[config.mk]
export PLATFORM = sky130hd
export DESIGN_NAME = ibm_i2c_port
export DESIGN_NICKNAME = d
export VERILOG_FILES = /design/src/design/ibm_pkg.sv /design/src/design/ibm_bit_eng.sv /design/src/design/ibm_i2c_port.sv
export SDC_FILE = /design/constraint.sdc
export NUM_CORES = 1
export LEC_CHECK = 0
export BUFFER_PORTS_ARGS = -buffer_cell sky130_fd_sc_hd__buf_2
export CAP_MARGIN = 5
export CORE_MARGIN = 10
export CORE_UTILIZATION = 25
export CTS_CLUSTER_SIZE = 40
export DETAILED_ROUTE_END_ITERATION = 8
export GPL_ROUTABILITY_DRIVEN = 1
export PLACE_DENSITY = 0.51
export SLEW_MARGIN = 20
export SYNTH_ARGS = -nofsm -noshare
export SYNTH_HDL_FRONTEND = slang
export SYNTH_SLANG_ARGS = --single-unit
[constraint.sdc]
create_clock -name mclk -period 2.3 [get_ports mclk]
set_clock_uncertainty 0.05 [all_clocks]
set_input_delay 0.345 -clock mclk [delete_from_list [all_inputs] [get_ports mclk]]
set_output_delay 0.345 -clock mclk [all_outputs]
set_load 0.03 [all_outputs]
[src/design/ibm_pkg.sv]
// shared constants, types and state encodings of the i2c boot and master port
package ibm_pkg;

  // bus timing: standard-mode quarter bit period
  localparam int          CLK_NS      = 20;
  localparam int          QUARTER_NS  = 2500;
  localparam logic [7:0]  QUARTER_CYC = 8'((QUARTER_NS + CLK_NS - 1) / CLK_NS);

  // eeprom device addresses, write form (a2..a0 = 000 and 001)
  localparam logic [7:0]  EEP_DEV_NARROW = 8'hA0;
  localparam logic [7:0]  EEP_DEV_WIDE   = 8'hA2;
  localparam logic [7:0]  EEP_OFS_START  = 8'h00;

  // boot image layout
  localparam logic [7:0]  MARK_ID_ONLY  = 8'hC0;
  localparam logic [7:0]  MARK_LOAD     = 8'hC2;
  localparam logic [2:0]  ID_LAST       = 3'h6;
  localparam int          LEN_END_BIT   = 7;
  localparam logic [14:0] BOOT_MAX      = 15'h4000;

  // ram windows that boot content may land in
  localparam logic [15:0] CODE_LO = 16'h0000;
  localparam logic [15:0] CODE_HI = 16'h3FFF;
  localparam logic [15:0] SCR_LO  = 16'hE000;
  localparam logic [15:0] SCR_HI  = 16'hE1FF;

  // i2c_control_reg write fields
  localparam int CTL_START  = 7;
  localparam int CTL_STOP   = 6;
  localparam int CTL_LASTRD = 5;
  // i2c_control_reg read fields
  localparam int ST_DONE    = 0;
  localparam int ST_ACK     = 1;
  localparam int ST_BUSY    = 2;
  localparam int ST_BOOT    = 3;

  typedef enum logic [1:0] {
    OP_WRITE = 2'h0,
    OP_READ  = 2'h1,
    OP_STOP  = 2'h2
  } ibm_op_t;

  typedef struct packed {
    ibm_op_t    op;
    logic       with_start;
    logic       nack;
    logic [7:0] data;
  } ibm_cmd_t;

  typedef struct packed {
    logic        we;
    logic [15:0] addr;
    logic [7:0]  data;
  } ibm_ram_wr_t;

  typedef struct packed {
    logic       we;
    logic [2:0] idx;
    logic [7:0] data;
  } ibm_id_wr_t;

  typedef enum logic [3:0] {
    E_IDLE  = 4'h1,
    E_START = 4'h2,
    E_BIT   = 4'h4,
    E_STOP  = 4'h8
  } ibm_eng_st_t;

  typedef enum logic [7:0] {
    B_WAKE = 8'h01,
    B_DEVW = 8'h02,
    B_OFS  = 8'h04,
    B_DEVR = 8'h08,
    B_READ = 8'h10,
    B_TAIL = 8'h20,
    B_STOP = 8'h40,
    B_RUN  = 8'h80
  } ibm_boot_st_t;

  typedef enum logic [6:0] {
    P_MARK = 7'h01,
    P_ID   = 7'h02,
    P_LENH = 7'h04,
    P_LENL = 7'h08,
    P_ADH  = 7'h10,
    P_ADL  = 7'h20,
    P_DATA = 7'h40
  } ibm_parse_t;

endpackage

[src/design/ibm_bit_eng.sv]
// byte-level i2c master engine: start, write, read and stop on open-drain pins
`timescale 1ns/1ps
module ibm_bit_eng (
  input  wire logic             mclk,
  input  wire logic             rstn,
  input  wire logic             cmd_valid,
  input  wire ibm_pkg::ibm_cmd_t cmd,
  input  wire logic             scl_in,
  input  wire logic             sda_in,
  output logic                  done_ff,
  output logic                  ack_ff,
  output logic [7:0]            rdata_ff,
  output logic                  scl_oe_ff,
  output logic                  sda_oe_ff
);

  ibm_pkg::ibm_eng_st_t st_ff, nxt_st;
  logic [1:0] q_ff, nxt_q;
  logic [7:0] tick_ff, nxt_tick;
  logic [3:0] bit_ff, nxt_bit;
  logic [8:0] sh_ff, nxt_sh;
  logic [8:0] rx_ff, nxt_rx;
  logic       nxt_done, nxt_ack, nxt_scl, nxt_sda;
  logic [7:0] nxt_rdata;
  logic       scl_s1_ff, scl_s2_ff, sda_s1_ff, sda_s2_ff;
  logic       adv;

  always_comb
  begin
    nxt_st    = st_ff;
    nxt_q     = q_ff;
    nxt_tick  = tick_ff;
    nxt_bit   = bit_ff;
    nxt_sh    = sh_ff;
    nxt_rx    = rx_ff;
    nxt_scl   = scl_oe_ff;
    nxt_sda   = sda_oe_ff;
    nxt_done  = 1'b0;
    nxt_ack   = ack_ff;
    nxt_rdata = rdata_ff;
    adv       = (tick_ff == 8'h00);
    if (st_ff != ibm_pkg::E_IDLE)
    begin
      // a slave stretching scl freezes the high phase until it lets go
      if (q_ff == 2'h2 && !scl_s2_ff)
        nxt_tick = ibm_pkg::QUARTER_CYC;
      else if (adv)
      begin
        nxt_tick = ibm_pkg::QUARTER_CYC;
        nxt_q    = q_ff + 2'h1;
      end
      else
        nxt_tick = tick_ff - 8'h01;
    end
    unique case (st_ff)
      ibm_pkg::E_IDLE:
        if (cmd_valid)
        begin
          nxt_q    = 2'h0;
          nxt_tick = ibm_pkg::QUARTER_CYC;
          nxt_bit  = 4'h0;
          nxt_sh   = (cmd.op == ibm_pkg::OP_READ) ? {8'hFF, cmd.nack} : {cmd.data, 1'b1};
          if (cmd.op == ibm_pkg::OP_STOP)
            nxt_st = ibm_pkg::E_STOP;
          else if (cmd.with_start)
            nxt_st = ibm_pkg::E_START;
          else
            nxt_st = ibm_pkg::E_BIT;
        end
      ibm_pkg::E_START:
      begin
        // sda released while scl low first, so a repeated start is clean
        nxt_scl = (q_ff == 2'h0) || (q_ff == 2'h3);
        nxt_sda = q_ff[1];
        if (adv && q_ff == 2'h3)
          nxt_st = ibm_pkg::E_BIT;
      end
      ibm_pkg::E_BIT:
      begin
        nxt_scl = !q_ff[1];
        // sda only moves once scl is already low, never on its falling edge
        if (q_ff != 2'h0)
          nxt_sda = !sh_ff[8];
        if (adv && q_ff == 2'h2)
          nxt_rx = {rx_ff[7:0], sda_s2_ff};
        if (adv && q_ff == 2'h3)
        begin
          if (bit_ff == 4'h8)
          begin
            nxt_done  = 1'b1;
            nxt_ack   = !rx_ff[0];
            nxt_rdata = rx_ff[8:1];
            nxt_st    = ibm_pkg::E_IDLE;
          end
          else
          begin
            nxt_bit = bit_ff + 4'h1;
            nxt_sh  = {sh_ff[7:0], 1'b1};
          end
        end
      end
      ibm_pkg::E_STOP:
      begin
        // scl low twice so sda can fall cleanly, then sda rises with scl high
        nxt_scl = !q_ff[1];
        if (q_ff != 2'h0)
          nxt_sda = (q_ff != 2'h3);
        if (adv && q_ff == 2'h3)
        begin
          nxt_done = 1'b1;
          nxt_st   = ibm_pkg::E_IDLE;
        end
      end
      default:
        nxt_st = ibm_pkg::E_IDLE;
    endcase
  end

  always_ff @(posedge mclk)
  begin
    if (!rstn)
    begin
      st_ff     <= ibm_pkg::E_IDLE;
      q_ff      <= 2'h0;
      tick_ff   <= 8'h00;
      bit_ff    <= 4'h0;
      sh_ff     <= 9'h1FF;
      rx_ff     <= 9'h000;
      done_ff   <= 1'b0;
      ack_ff    <= 1'b0;
      rdata_ff  <= 8'h00;
      scl_oe_ff <= 1'b0;
      sda_oe_ff <= 1'b0;
      scl_s1_ff <= 1'b1;
      scl_s2_ff <= 1'b1;
      sda_s1_ff <= 1'b1;
      sda_s2_ff <= 1'b1;
    end
    else
    begin
      st_ff     <= nxt_st;
      q_ff      <= nxt_q;
      tick_ff   <= nxt_tick;
      bit_ff    <= nxt_bit;
      sh_ff     <= nxt_sh;
      rx_ff     <= nxt_rx;
      done_ff   <= nxt_done;
      ack_ff    <= nxt_ack;
      rdata_ff  <= nxt_rdata;
      scl_oe_ff <= nxt_scl;
      sda_oe_ff <= nxt_sda;
      scl_s1_ff <= scl_in;
      scl_s2_ff <= scl_s1_ff;
      sda_s1_ff <= sda_in;
      sda_s2_ff <= sda_s1_ff;
    end
  end

endmodule // ibm_bit_eng

[src/design/ibm_i2c_port.sv]
// i2c master port: power-on eeprom boot loader plus run-time processor controller
// What this block does
// - one i2c port, boot loader and run-time controller
// - master only, never answers as slave
// - boot reads id/config bytes, then up to 16 KB
// - boot writes only code ram or scratch pad
// - processor held in reset during boot load
// - boot load only after power-on reset
// - eeprom address found by probing: a2..a0=000 first, then 001 if that gets no ack
// - processor runs transactions via control and data registers
`timescale 1ns/1ps
module ibm_i2c_port (
  input  wire logic                 mclk,
  input  wire logic                 rstn,
  input  wire logic                 por_flag,
  input  wire logic                 scl_in,
  output logic                      scl_out_ff,
  output logic                      scl_oe,
  input  wire logic                 sda_in,
  output logic                      sda_out_ff,
  output logic                      sda_oe,
  input  wire logic                 ctl_wr,
  input  wire logic [7:0]           ctl_wdata,
  input  wire logic                 data_wr,
  input  wire logic [7:0]           data_wdata,
  input  wire logic                 data_rd,
  output logic [7:0]                ctl_status_ff,
  output logic [7:0]                data_rdata_ff,
  output logic                      cpu_reset_ff,
  output logic                      boot_done_ff,
  output ibm_pkg::ibm_ram_wr_t      ram_wr_ff,
  output ibm_pkg::ibm_id_wr_t       id_wr_ff
);

  function automatic logic in_boot_ram(input logic [15:0] a);
    in_boot_ram = (a >= ibm_pkg::CODE_LO && a <= ibm_pkg::CODE_HI) ||
                  (a >= ibm_pkg::SCR_LO && a <= ibm_pkg::SCR_HI);
  endfunction

  ibm_pkg::ibm_boot_st_t st_ff, nxt_st;
  ibm_pkg::ibm_parse_t   parse_ff, nxt_parse;
  ibm_pkg::ibm_cmd_t     eng_cmd;
  ibm_pkg::ibm_ram_wr_t  nxt_ram_wr;
  ibm_pkg::ibm_id_wr_t   nxt_id_wr;
  logic        issued_ff, nxt_issued;
  logic        wide_ff, nxt_wide;
  logic        ofs_ff, nxt_ofs;
  logic        load_ff, nxt_load;
  logic [2:0]  idx_ff, nxt_idx;
  logic [15:0] cnt_ff, nxt_cnt;
  logic [15:0] addr_ff, nxt_addr;
  logic [14:0] total_ff, nxt_total;
  logic        nxt_cpu_reset, nxt_boot_done;
  logic        start_pend_ff, nxt_start_pend;
  logic        lastrd_ff, nxt_lastrd;
  logic        busy_ff, nxt_busy;
  logic        done_ff, nxt_done;
  logic        ack_ff, nxt_ack;
  logic        rd_pend_ff, nxt_rd_pend;
  logic [7:0]  nxt_rdata;
  logic        eng_valid, eng_done, eng_ack;
  logic [7:0]  eng_rdata;
  logic        finish;

  // shared engine; the boot sequencer owns it until B_RUN
  ibm_bit_eng u_eng (
    .mclk      (mclk),
    .rstn      (rstn),
    .cmd_valid (eng_valid),
    .cmd       (eng_cmd),
    .scl_in    (scl_in),
    .sda_in    (sda_in),
    .done_ff   (eng_done),
    .ack_ff    (eng_ack),
    .rdata_ff  (eng_rdata),
    .scl_oe_ff (scl_oe),
    .sda_oe_ff (sda_oe)
  );

  always_comb
  begin
    nxt_st         = st_ff;
    nxt_parse      = parse_ff;
    nxt_issued     = issued_ff;
    nxt_wide       = wide_ff;
    nxt_ofs        = ofs_ff;
    nxt_load       = load_ff;
    nxt_idx        = idx_ff;
    nxt_cnt        = cnt_ff;
    nxt_addr       = addr_ff;
    nxt_total      = total_ff;
    nxt_cpu_reset  = cpu_reset_ff;
    nxt_boot_done  = boot_done_ff;
    nxt_ram_wr     = '0;
    nxt_id_wr      = '0;
    nxt_start_pend = start_pend_ff;
    nxt_lastrd     = lastrd_ff;
    nxt_busy       = busy_ff;
    nxt_done       = done_ff;
    nxt_ack        = ack_ff;
    nxt_rd_pend    = rd_pend_ff;
    nxt_rdata      = data_rdata_ff;
    eng_valid      = 1'b0;
    eng_cmd        = '{op: ibm_pkg::OP_WRITE, with_start: 1'b0, nack: 1'b0, data: 8'h00};
    finish         = 1'b0;
    if (st_ff != ibm_pkg::B_RUN && st_ff != ibm_pkg::B_WAKE && !issued_ff)
    begin
      eng_valid  = 1'b1;
      nxt_issued = 1'b1;
    end
    if (eng_done)
      nxt_issued = 1'b0;
    unique case (st_ff)
      ibm_pkg::B_WAKE:
        // a warm reset leaves por_flag low and skips the load
        if (por_flag)
          nxt_st = ibm_pkg::B_DEVW;
        else
        begin
          nxt_st        = ibm_pkg::B_RUN;
          nxt_cpu_reset = 1'b0;
          nxt_boot_done = 1'b1;
        end
      ibm_pkg::B_DEVW:
      begin
        // small parts answer at a2..a0=000 with one offset byte, big ones at 001
        eng_cmd.with_start = 1'b1;
        eng_cmd.data = wide_ff ? ibm_pkg::EEP_DEV_WIDE : ibm_pkg::EEP_DEV_NARROW;
        if (eng_done)
        begin
          if (eng_ack)
          begin
            nxt_st  = ibm_pkg::B_OFS;
            nxt_ofs = 1'b0;
          end
          else if (!wide_ff)
            nxt_wide = 1'b1;
          else
            nxt_st = ibm_pkg::B_STOP;
        end
      end
      ibm_pkg::B_OFS:
      begin
        eng_cmd.data = ibm_pkg::EEP_OFS_START;
        if (eng_done)
        begin
          if (wide_ff && !ofs_ff)
            nxt_ofs = 1'b1;
          else
            nxt_st = ibm_pkg::B_DEVR;
        end
      end
      ibm_pkg::B_DEVR:
      begin
        eng_cmd.with_start = 1'b1;
        eng_cmd.data = (wide_ff ? ibm_pkg::EEP_DEV_WIDE : ibm_pkg::EEP_DEV_NARROW) | 8'h01;
        if (eng_done)
          nxt_st = eng_ack ? ibm_pkg::B_READ : ibm_pkg::B_STOP;
      end
      ibm_pkg::B_READ:
      begin
        eng_cmd.op = ibm_pkg::OP_READ;
        if (eng_done)
        begin
          unique case (parse_ff)
            ibm_pkg::P_MARK:
              if (eng_rdata == ibm_pkg::MARK_ID_ONLY || eng_rdata == ibm_pkg::MARK_LOAD)
              begin
                nxt_load  = (eng_rdata == ibm_pkg::MARK_LOAD);
                nxt_idx   = 3'h0;
                nxt_parse = ibm_pkg::P_ID;
              end
              else
                finish = 1'b1;
            ibm_pkg::P_ID:
            begin
              nxt_id_wr = '{we: 1'b1, idx: idx_ff, data: eng_rdata};
              nxt_idx   = idx_ff + 3'h1;
              if (idx_ff == ibm_pkg::ID_LAST)
              begin
                if (load_ff)
                  nxt_parse = ibm_pkg::P_LENH;
                else
                  finish = 1'b1;
              end
            end
            ibm_pkg::P_LENH:
              if (eng_rdata[ibm_pkg::LEN_END_BIT])
                finish = 1'b1;
              else
              begin
                nxt_cnt[15:8] = eng_rdata;
                nxt_parse     = ibm_pkg::P_LENL;
              end
            ibm_pkg::P_LENL:
            begin
              nxt_cnt[7:0] = eng_rdata;
              if ({cnt_ff[15:8], eng_rdata} == 16'h0000)
                finish = 1'b1;
              else
                nxt_parse = ibm_pkg::P_ADH;
            end
            ibm_pkg::P_ADH:
            begin
              nxt_addr[15:8] = eng_rdata;
              nxt_parse      = ibm_pkg::P_ADL;
            end
            ibm_pkg::P_ADL:
            begin
              nxt_addr[7:0] = eng_rdata;
              nxt_parse     = ibm_pkg::P_DATA;
            end
            ibm_pkg::P_DATA:
            begin
              // bytes aimed outside the two windows are read and dropped
              nxt_ram_wr = '{we: in_boot_ram(addr_ff), addr: addr_ff, data: eng_rdata};
              nxt_addr   = addr_ff + 16'h0001;
              nxt_cnt    = cnt_ff - 16'h0001;
              nxt_total  = total_ff + 15'h0001;
              if (total_ff + 15'h0001 == ibm_pkg::BOOT_MAX)
                finish = 1'b1;
              else if (cnt_ff == 16'h0001)
                nxt_parse = ibm_pkg::P_LENH;
            end
            default:
              finish = 1'b1;
          endcase
          if (finish)
            nxt_st = ibm_pkg::B_TAIL;
        end
      end
      ibm_pkg::B_TAIL:
      begin
        // one nacked dummy read so the eeprom lets go of sda before stop
        eng_cmd.op   = ibm_pkg::OP_READ;
        eng_cmd.nack = 1'b1;
        if (eng_done)
          nxt_st = ibm_pkg::B_STOP;
      end
      ibm_pkg::B_STOP:
      begin
        eng_cmd.op = ibm_pkg::OP_STOP;
        if (eng_done)
        begin
          nxt_st        = ibm_pkg::B_RUN;
          nxt_cpu_reset = 1'b0;
          nxt_boot_done = 1'b1;
        end
      end
      ibm_pkg::B_RUN:
      begin
        // strobes that arrive while a byte is on the bus are dropped
        if (eng_done)
        begin
          nxt_busy = 1'b0;
          nxt_done = 1'b1;
          nxt_ack  = eng_ack;
          if (rd_pend_ff)
            nxt_rdata = eng_rdata;
        end
        else if (!busy_ff)
        begin
          if (ctl_wr)
          begin
            nxt_start_pend = ctl_wdata[ibm_pkg::CTL_START];
            nxt_lastrd     = ctl_wdata[ibm_pkg::CTL_LASTRD];
            if (ctl_wdata[ibm_pkg::CTL_STOP])
            begin
              eng_valid   = 1'b1;
              eng_cmd.op  = ibm_pkg::OP_STOP;
              nxt_rd_pend = 1'b0;
            end
          end
          else if (data_wr)
          begin
            eng_valid          = 1'b1;
            eng_cmd.with_start = start_pend_ff;
            eng_cmd.data       = data_wdata;
            nxt_start_pend     = 1'b0;
            nxt_rd_pend        = 1'b0;
          end
          else if (data_rd)
          begin
            eng_valid    = 1'b1;
            eng_cmd.op   = ibm_pkg::OP_READ;
            eng_cmd.nack = lastrd_ff;
            nxt_rd_pend  = 1'b1;
          end
          if (eng_valid)
          begin
            nxt_busy = 1'b1;
            nxt_done = 1'b0;
          end
        end
      end
      default:
        nxt_st = ibm_pkg::B_RUN;
    endcase
  end

  always_ff @(posedge mclk)
  begin
    if (!rstn)
    begin
      st_ff         <= ibm_pkg::B_WAKE;
      parse_ff      <= ibm_pkg::P_MARK;
      issued_ff     <= 1'b0;
      wide_ff       <= 1'b0;
      ofs_ff        <= 1'b0;
      load_ff       <= 1'b0;
      idx_ff        <= 3'h0;
      cnt_ff        <= 16'h0000;
      addr_ff       <= 16'h0000;
      total_ff      <= 15'h0000;
      cpu_reset_ff  <= 1'b1;
      boot_done_ff  <= 1'b0;
      ram_wr_ff     <= '0;
      id_wr_ff      <= '0;
      start_pend_ff <= 1'b0;
      lastrd_ff     <= 1'b0;
      busy_ff       <= 1'b0;
      done_ff       <= 1'b0;
      ack_ff        <= 1'b0;
      rd_pend_ff    <= 1'b0;
      data_rdata_ff <= 8'h00;
      ctl_status_ff <= 8'h00;
      scl_out_ff    <= 1'b0;
      sda_out_ff    <= 1'b0;
    end
    else
    begin
      st_ff         <= nxt_st;
      parse_ff      <= nxt_parse;
      issued_ff     <= nxt_issued;
      wide_ff       <= nxt_wide;
      ofs_ff        <= nxt_ofs;
      load_ff       <= nxt_load;
      idx_ff        <= nxt_idx;
      cnt_ff        <= nxt_cnt;
      addr_ff       <= nxt_addr;
      total_ff      <= nxt_total;
      cpu_reset_ff  <= nxt_cpu_reset;
      boot_done_ff  <= nxt_boot_done;
      ram_wr_ff     <= nxt_ram_wr;
      id_wr_ff      <= nxt_id_wr;
      start_pend_ff <= nxt_start_pend;
      lastrd_ff     <= nxt_lastrd;
      busy_ff       <= nxt_busy;
      done_ff       <= nxt_done;
      ack_ff        <= nxt_ack;
      rd_pend_ff    <= nxt_rd_pend;
      data_rdata_ff <= nxt_rdata;
      ctl_status_ff <= {4'h0, !nxt_boot_done, nxt_busy, nxt_ack, nxt_done};
      // open-drain: the pin only ever pulls low
      scl_out_ff    <= 1'b0;
      sda_out_ff    <= 1'b0;
    end
  end

endmodule // ibm_i2c_port

==> results.md <==
- Compound-Gate Fraction of Synth Area: 16.4%
- TritonCTS clock tree: built
- Nets: 1187
- IO buf count: 71
- Antenna-violating nets left: 0
- Tightest Pin Transition: 655 ps
- Fillers: 3463
- Initial antenna violation count: 1
- DIE HEIGHT: 202 µm
- Post-Synthesis Cell Area: 8250 µm²
- Initial Util: 25.4%
- # DRC: 0
- Die Width: 202 µm
- EDFF count, synth: 0
- CTS hold repair buffers: 0
- Setup violators final: 14
- Core Rows: 66
- 1st-iter DRT viols: 603
- Cells after Synth: 989
- WP data arrival: 2670 ps
- Yosys warnings: 0
- Largest area contributor in the netlist: dfxtp_1
- Crit share post-route: 103%
- First-pass iteration count of the detailed router: 5
- TritonCTS Sinks: 175
- PnR worst setup slack: -70.0 ps
- Maxcap violations: 0
- Mapped Avg Cell Area: 8.34 µm²
- Final Power: 7460 µW
- Die area: 40700 µm²
- H-tree lvl count: 4
- Worst-path clk slew: 70 ps
- Adder and majority gate portion of the synthesized area: 2.12%
- I/O pin total: 83
- Ys flop type: dfxtp_1
- Commonest non-fill, non-tap cell in the layout: dfxtp_1
- Commonest cells after routing, fill and taps aside: dfxtp_1, nor2_1, buf_4, nand2_1, buf_2
- Sequential cell area fraction in the yosys report: 42.5%
- Num CTS Buffers: 17
- Layout area overhead: 31.6%
- Max Fclk: 422 MHz
- Crit Path Class: reg -> reg
- Leakage: 0.00442 µW
- Largest net degree at the start of global routing: 72
- Xor/xnor share of the synthesized area: 2.34%
- Total GRT Usage: 11.9%
- ANT cells: 0
- Ranking of synthesized cells by area: dfxtp_1, nor2_1, mux2i_1
- Critical path cell sequence: ha_4, nand4_1, buf_4, nor3_4, mux2i_1, a31oi_2, o211a_4, or2_4, o31ai_2
- RSZ-0062 raised after global routing: true
- Final global-route overflow total: 0
- CP max stage cell: dfxtp_4
- Total Wirelength: 24.6 mm
- Startpoint types: flop
- Vias per cell: 4.79
- Core Footprint: 32500 µm²
- Slew margin rel.: 56.1%
- FF/Latch Area: 3520 µm²
- Period minus WS final: 2370 ps
- CTS max path bufs: 2
- Vias in the first global route: 7381
- Status: finished, violations left
- Final Hold Viols: 0
- Layout cells sized above 1: 27.8%
- Final std cells w/o fill: 1604
- Via count: 7684
- Worst-Skew Late Latency: 440 ps
- DP Cell Count: 1562
- Fraction of registers with async set/reset: 0%
- Violated checks: setup timing
- Slew Viols, Final: 0
- Post-synthesis register bit count: 175
- Yosys top cell area share: 42.5%
- Worst min-delay path class: in -> reg
- Worst-path fanout max: 5
- DP HPWL: 17.4 mm
- Place WS: -212 ps
- Critical Path RT: 2600 ps
- Power per standard cell area: 687 nW/µm²
- Multi-input combinational cell area: 4690 µm²
- VDD IR-drop max: 312 µV
- Main combinational cell family by area after synthesis: simple AND/OR/NAND/NOR gates
- Max incr delay on CP: 390 ps
- Mux cell area share after synthesis: 4.61%
- Post-Synth Simple-Gate Area: 27.1%
- Routed WL per cell: 15.3 µm
- CTS root buffer: clkbuf_16
- Synth cell types: 74
- Critical Path Sink Type: flop
- GPL Wtd Cong: 0.841
- First-pass GRT wire length: 39.7 mm
-- synth_stat cells, drive strengths merged (7+ instances only) --
library cell  number
mux2i             38
a21oi             54
and2              17
buf               20
inv               25
o31ai              7
dfxtp            175
a31oi             23
xnor2             12
o21ai             68
nand2             86
nand3             29
clkbuf            48
nand2b            10
xor2              10
and3              39
or3               11
nor4              18
nor3              29
nor2             133
nand4             14
ha                14
-- power breakdown --
part           switching (µW)  internal, µW
registers                 126          3180
logic                     691           559
clock network            1360          1530
-- metrics by stage --
stage | hold slack, ps | utilization (%) | instance area [µm²] | setup TNS [ps]
6_report | 42.8 | 33.4 | 10900 | -434
5_1_grt | 46.5 | 33.4 | 10900 | -3860
4_1_cts | 21.3 | 32.4 | 10600 | -270
3_5_place_dp | 341 | 30.4 | 9880 | -2140
3_3_place_gp | 340 | 30.4 | 9880 | -1900
2_1_floorplan | 336 | - | 8290 | 0
-- what timing repair did --
action,in CTS,in global routing
setup buffers,1,9
pin swaps,10,28
resized for setup,27,56
cloned,0,0
setup endpoints to repair,36,78
endpoints found under the hold margin,0,0
-- registers in the layout, indices dropped and copies added, names as in the netlist, 9 cells and up --
signal	cells
ram_wr_ff	25
addr_ff	16
u_eng.rx_ff	9
total_ff	15
cnt_ff	16
id_wr_ff	12
u_eng.sh_ff	9
-- cells by family (layout without fill, tap and decap cells) --
| family | after synthesis | in the layout |
|---|---|---|
| flip-flops | 175 | 175 |
| XOR/XNOR | 22 | 22 |
| adder cells (fa/ha/maj) | 14 | 14 |
| AO/OA/AOI/OAI | 216 | 216 |
| multiplexers | 38 | 38 |
| AND/OR/NAND/NOR | 430 | 430 |
| buffers and inverters | 93 | 261 |
| other | 1 | 6 |
-- area by class of cell --
cell class / count / area share [%]
Clock inverter: 14 / 1.36
Sequential cell: 175 / 32.4
Tap cell: 442 / 5.10
Timing Repair Buffer: 204 / 13.0
Clock buffer: 18 / 3.95
Multi-Input combinational cell: 726 / 43.2
Inverter: 25 / 0.876
-- worst paths after layout --
check | start | to | slack [ps] | cells past startpoint
setup / recovery | total_ff[0] | st_ff[4] | -70 | 9
hold / removal | scl_in | u_eng.scl_s1_ff | 40 | 2
setup reg to reg | total_ff[0] | st_ff[4] | -70 | 9
hold reg to reg | u_eng.scl_s1_ff | u_eng.scl_s2_ff | 360 | 1
-- routing by layer --
| metal | GRT usage [%] | up-vias | part of all wire, % |
|---|---|---|---|
| li1 | - | 3838 | - |
| met1 | 15.7 | 3644 | 48 |
| met2 | 18.3 | 182 | 45 |
| met3 | 2.73 | 20 | 5.4 |
| met4 | 4.51 | 0 | 1.7 |
| met5 | 0 | - | 0 |
-- critical path: cells and delay by family (launching register included) --
family / cells / cell delay [ps]
AO/OA/AOI/OAI: 3 / 650
adder cells (fa/ha/maj): 1 / 140
buffers and inverters: 1 / 220
flip-flops: 1 / 390
multiplexers: 1 / 240
AND/OR/NAND/NOR: 3 / 610
No activity file was read; power rests on OpenSTA's default activity.
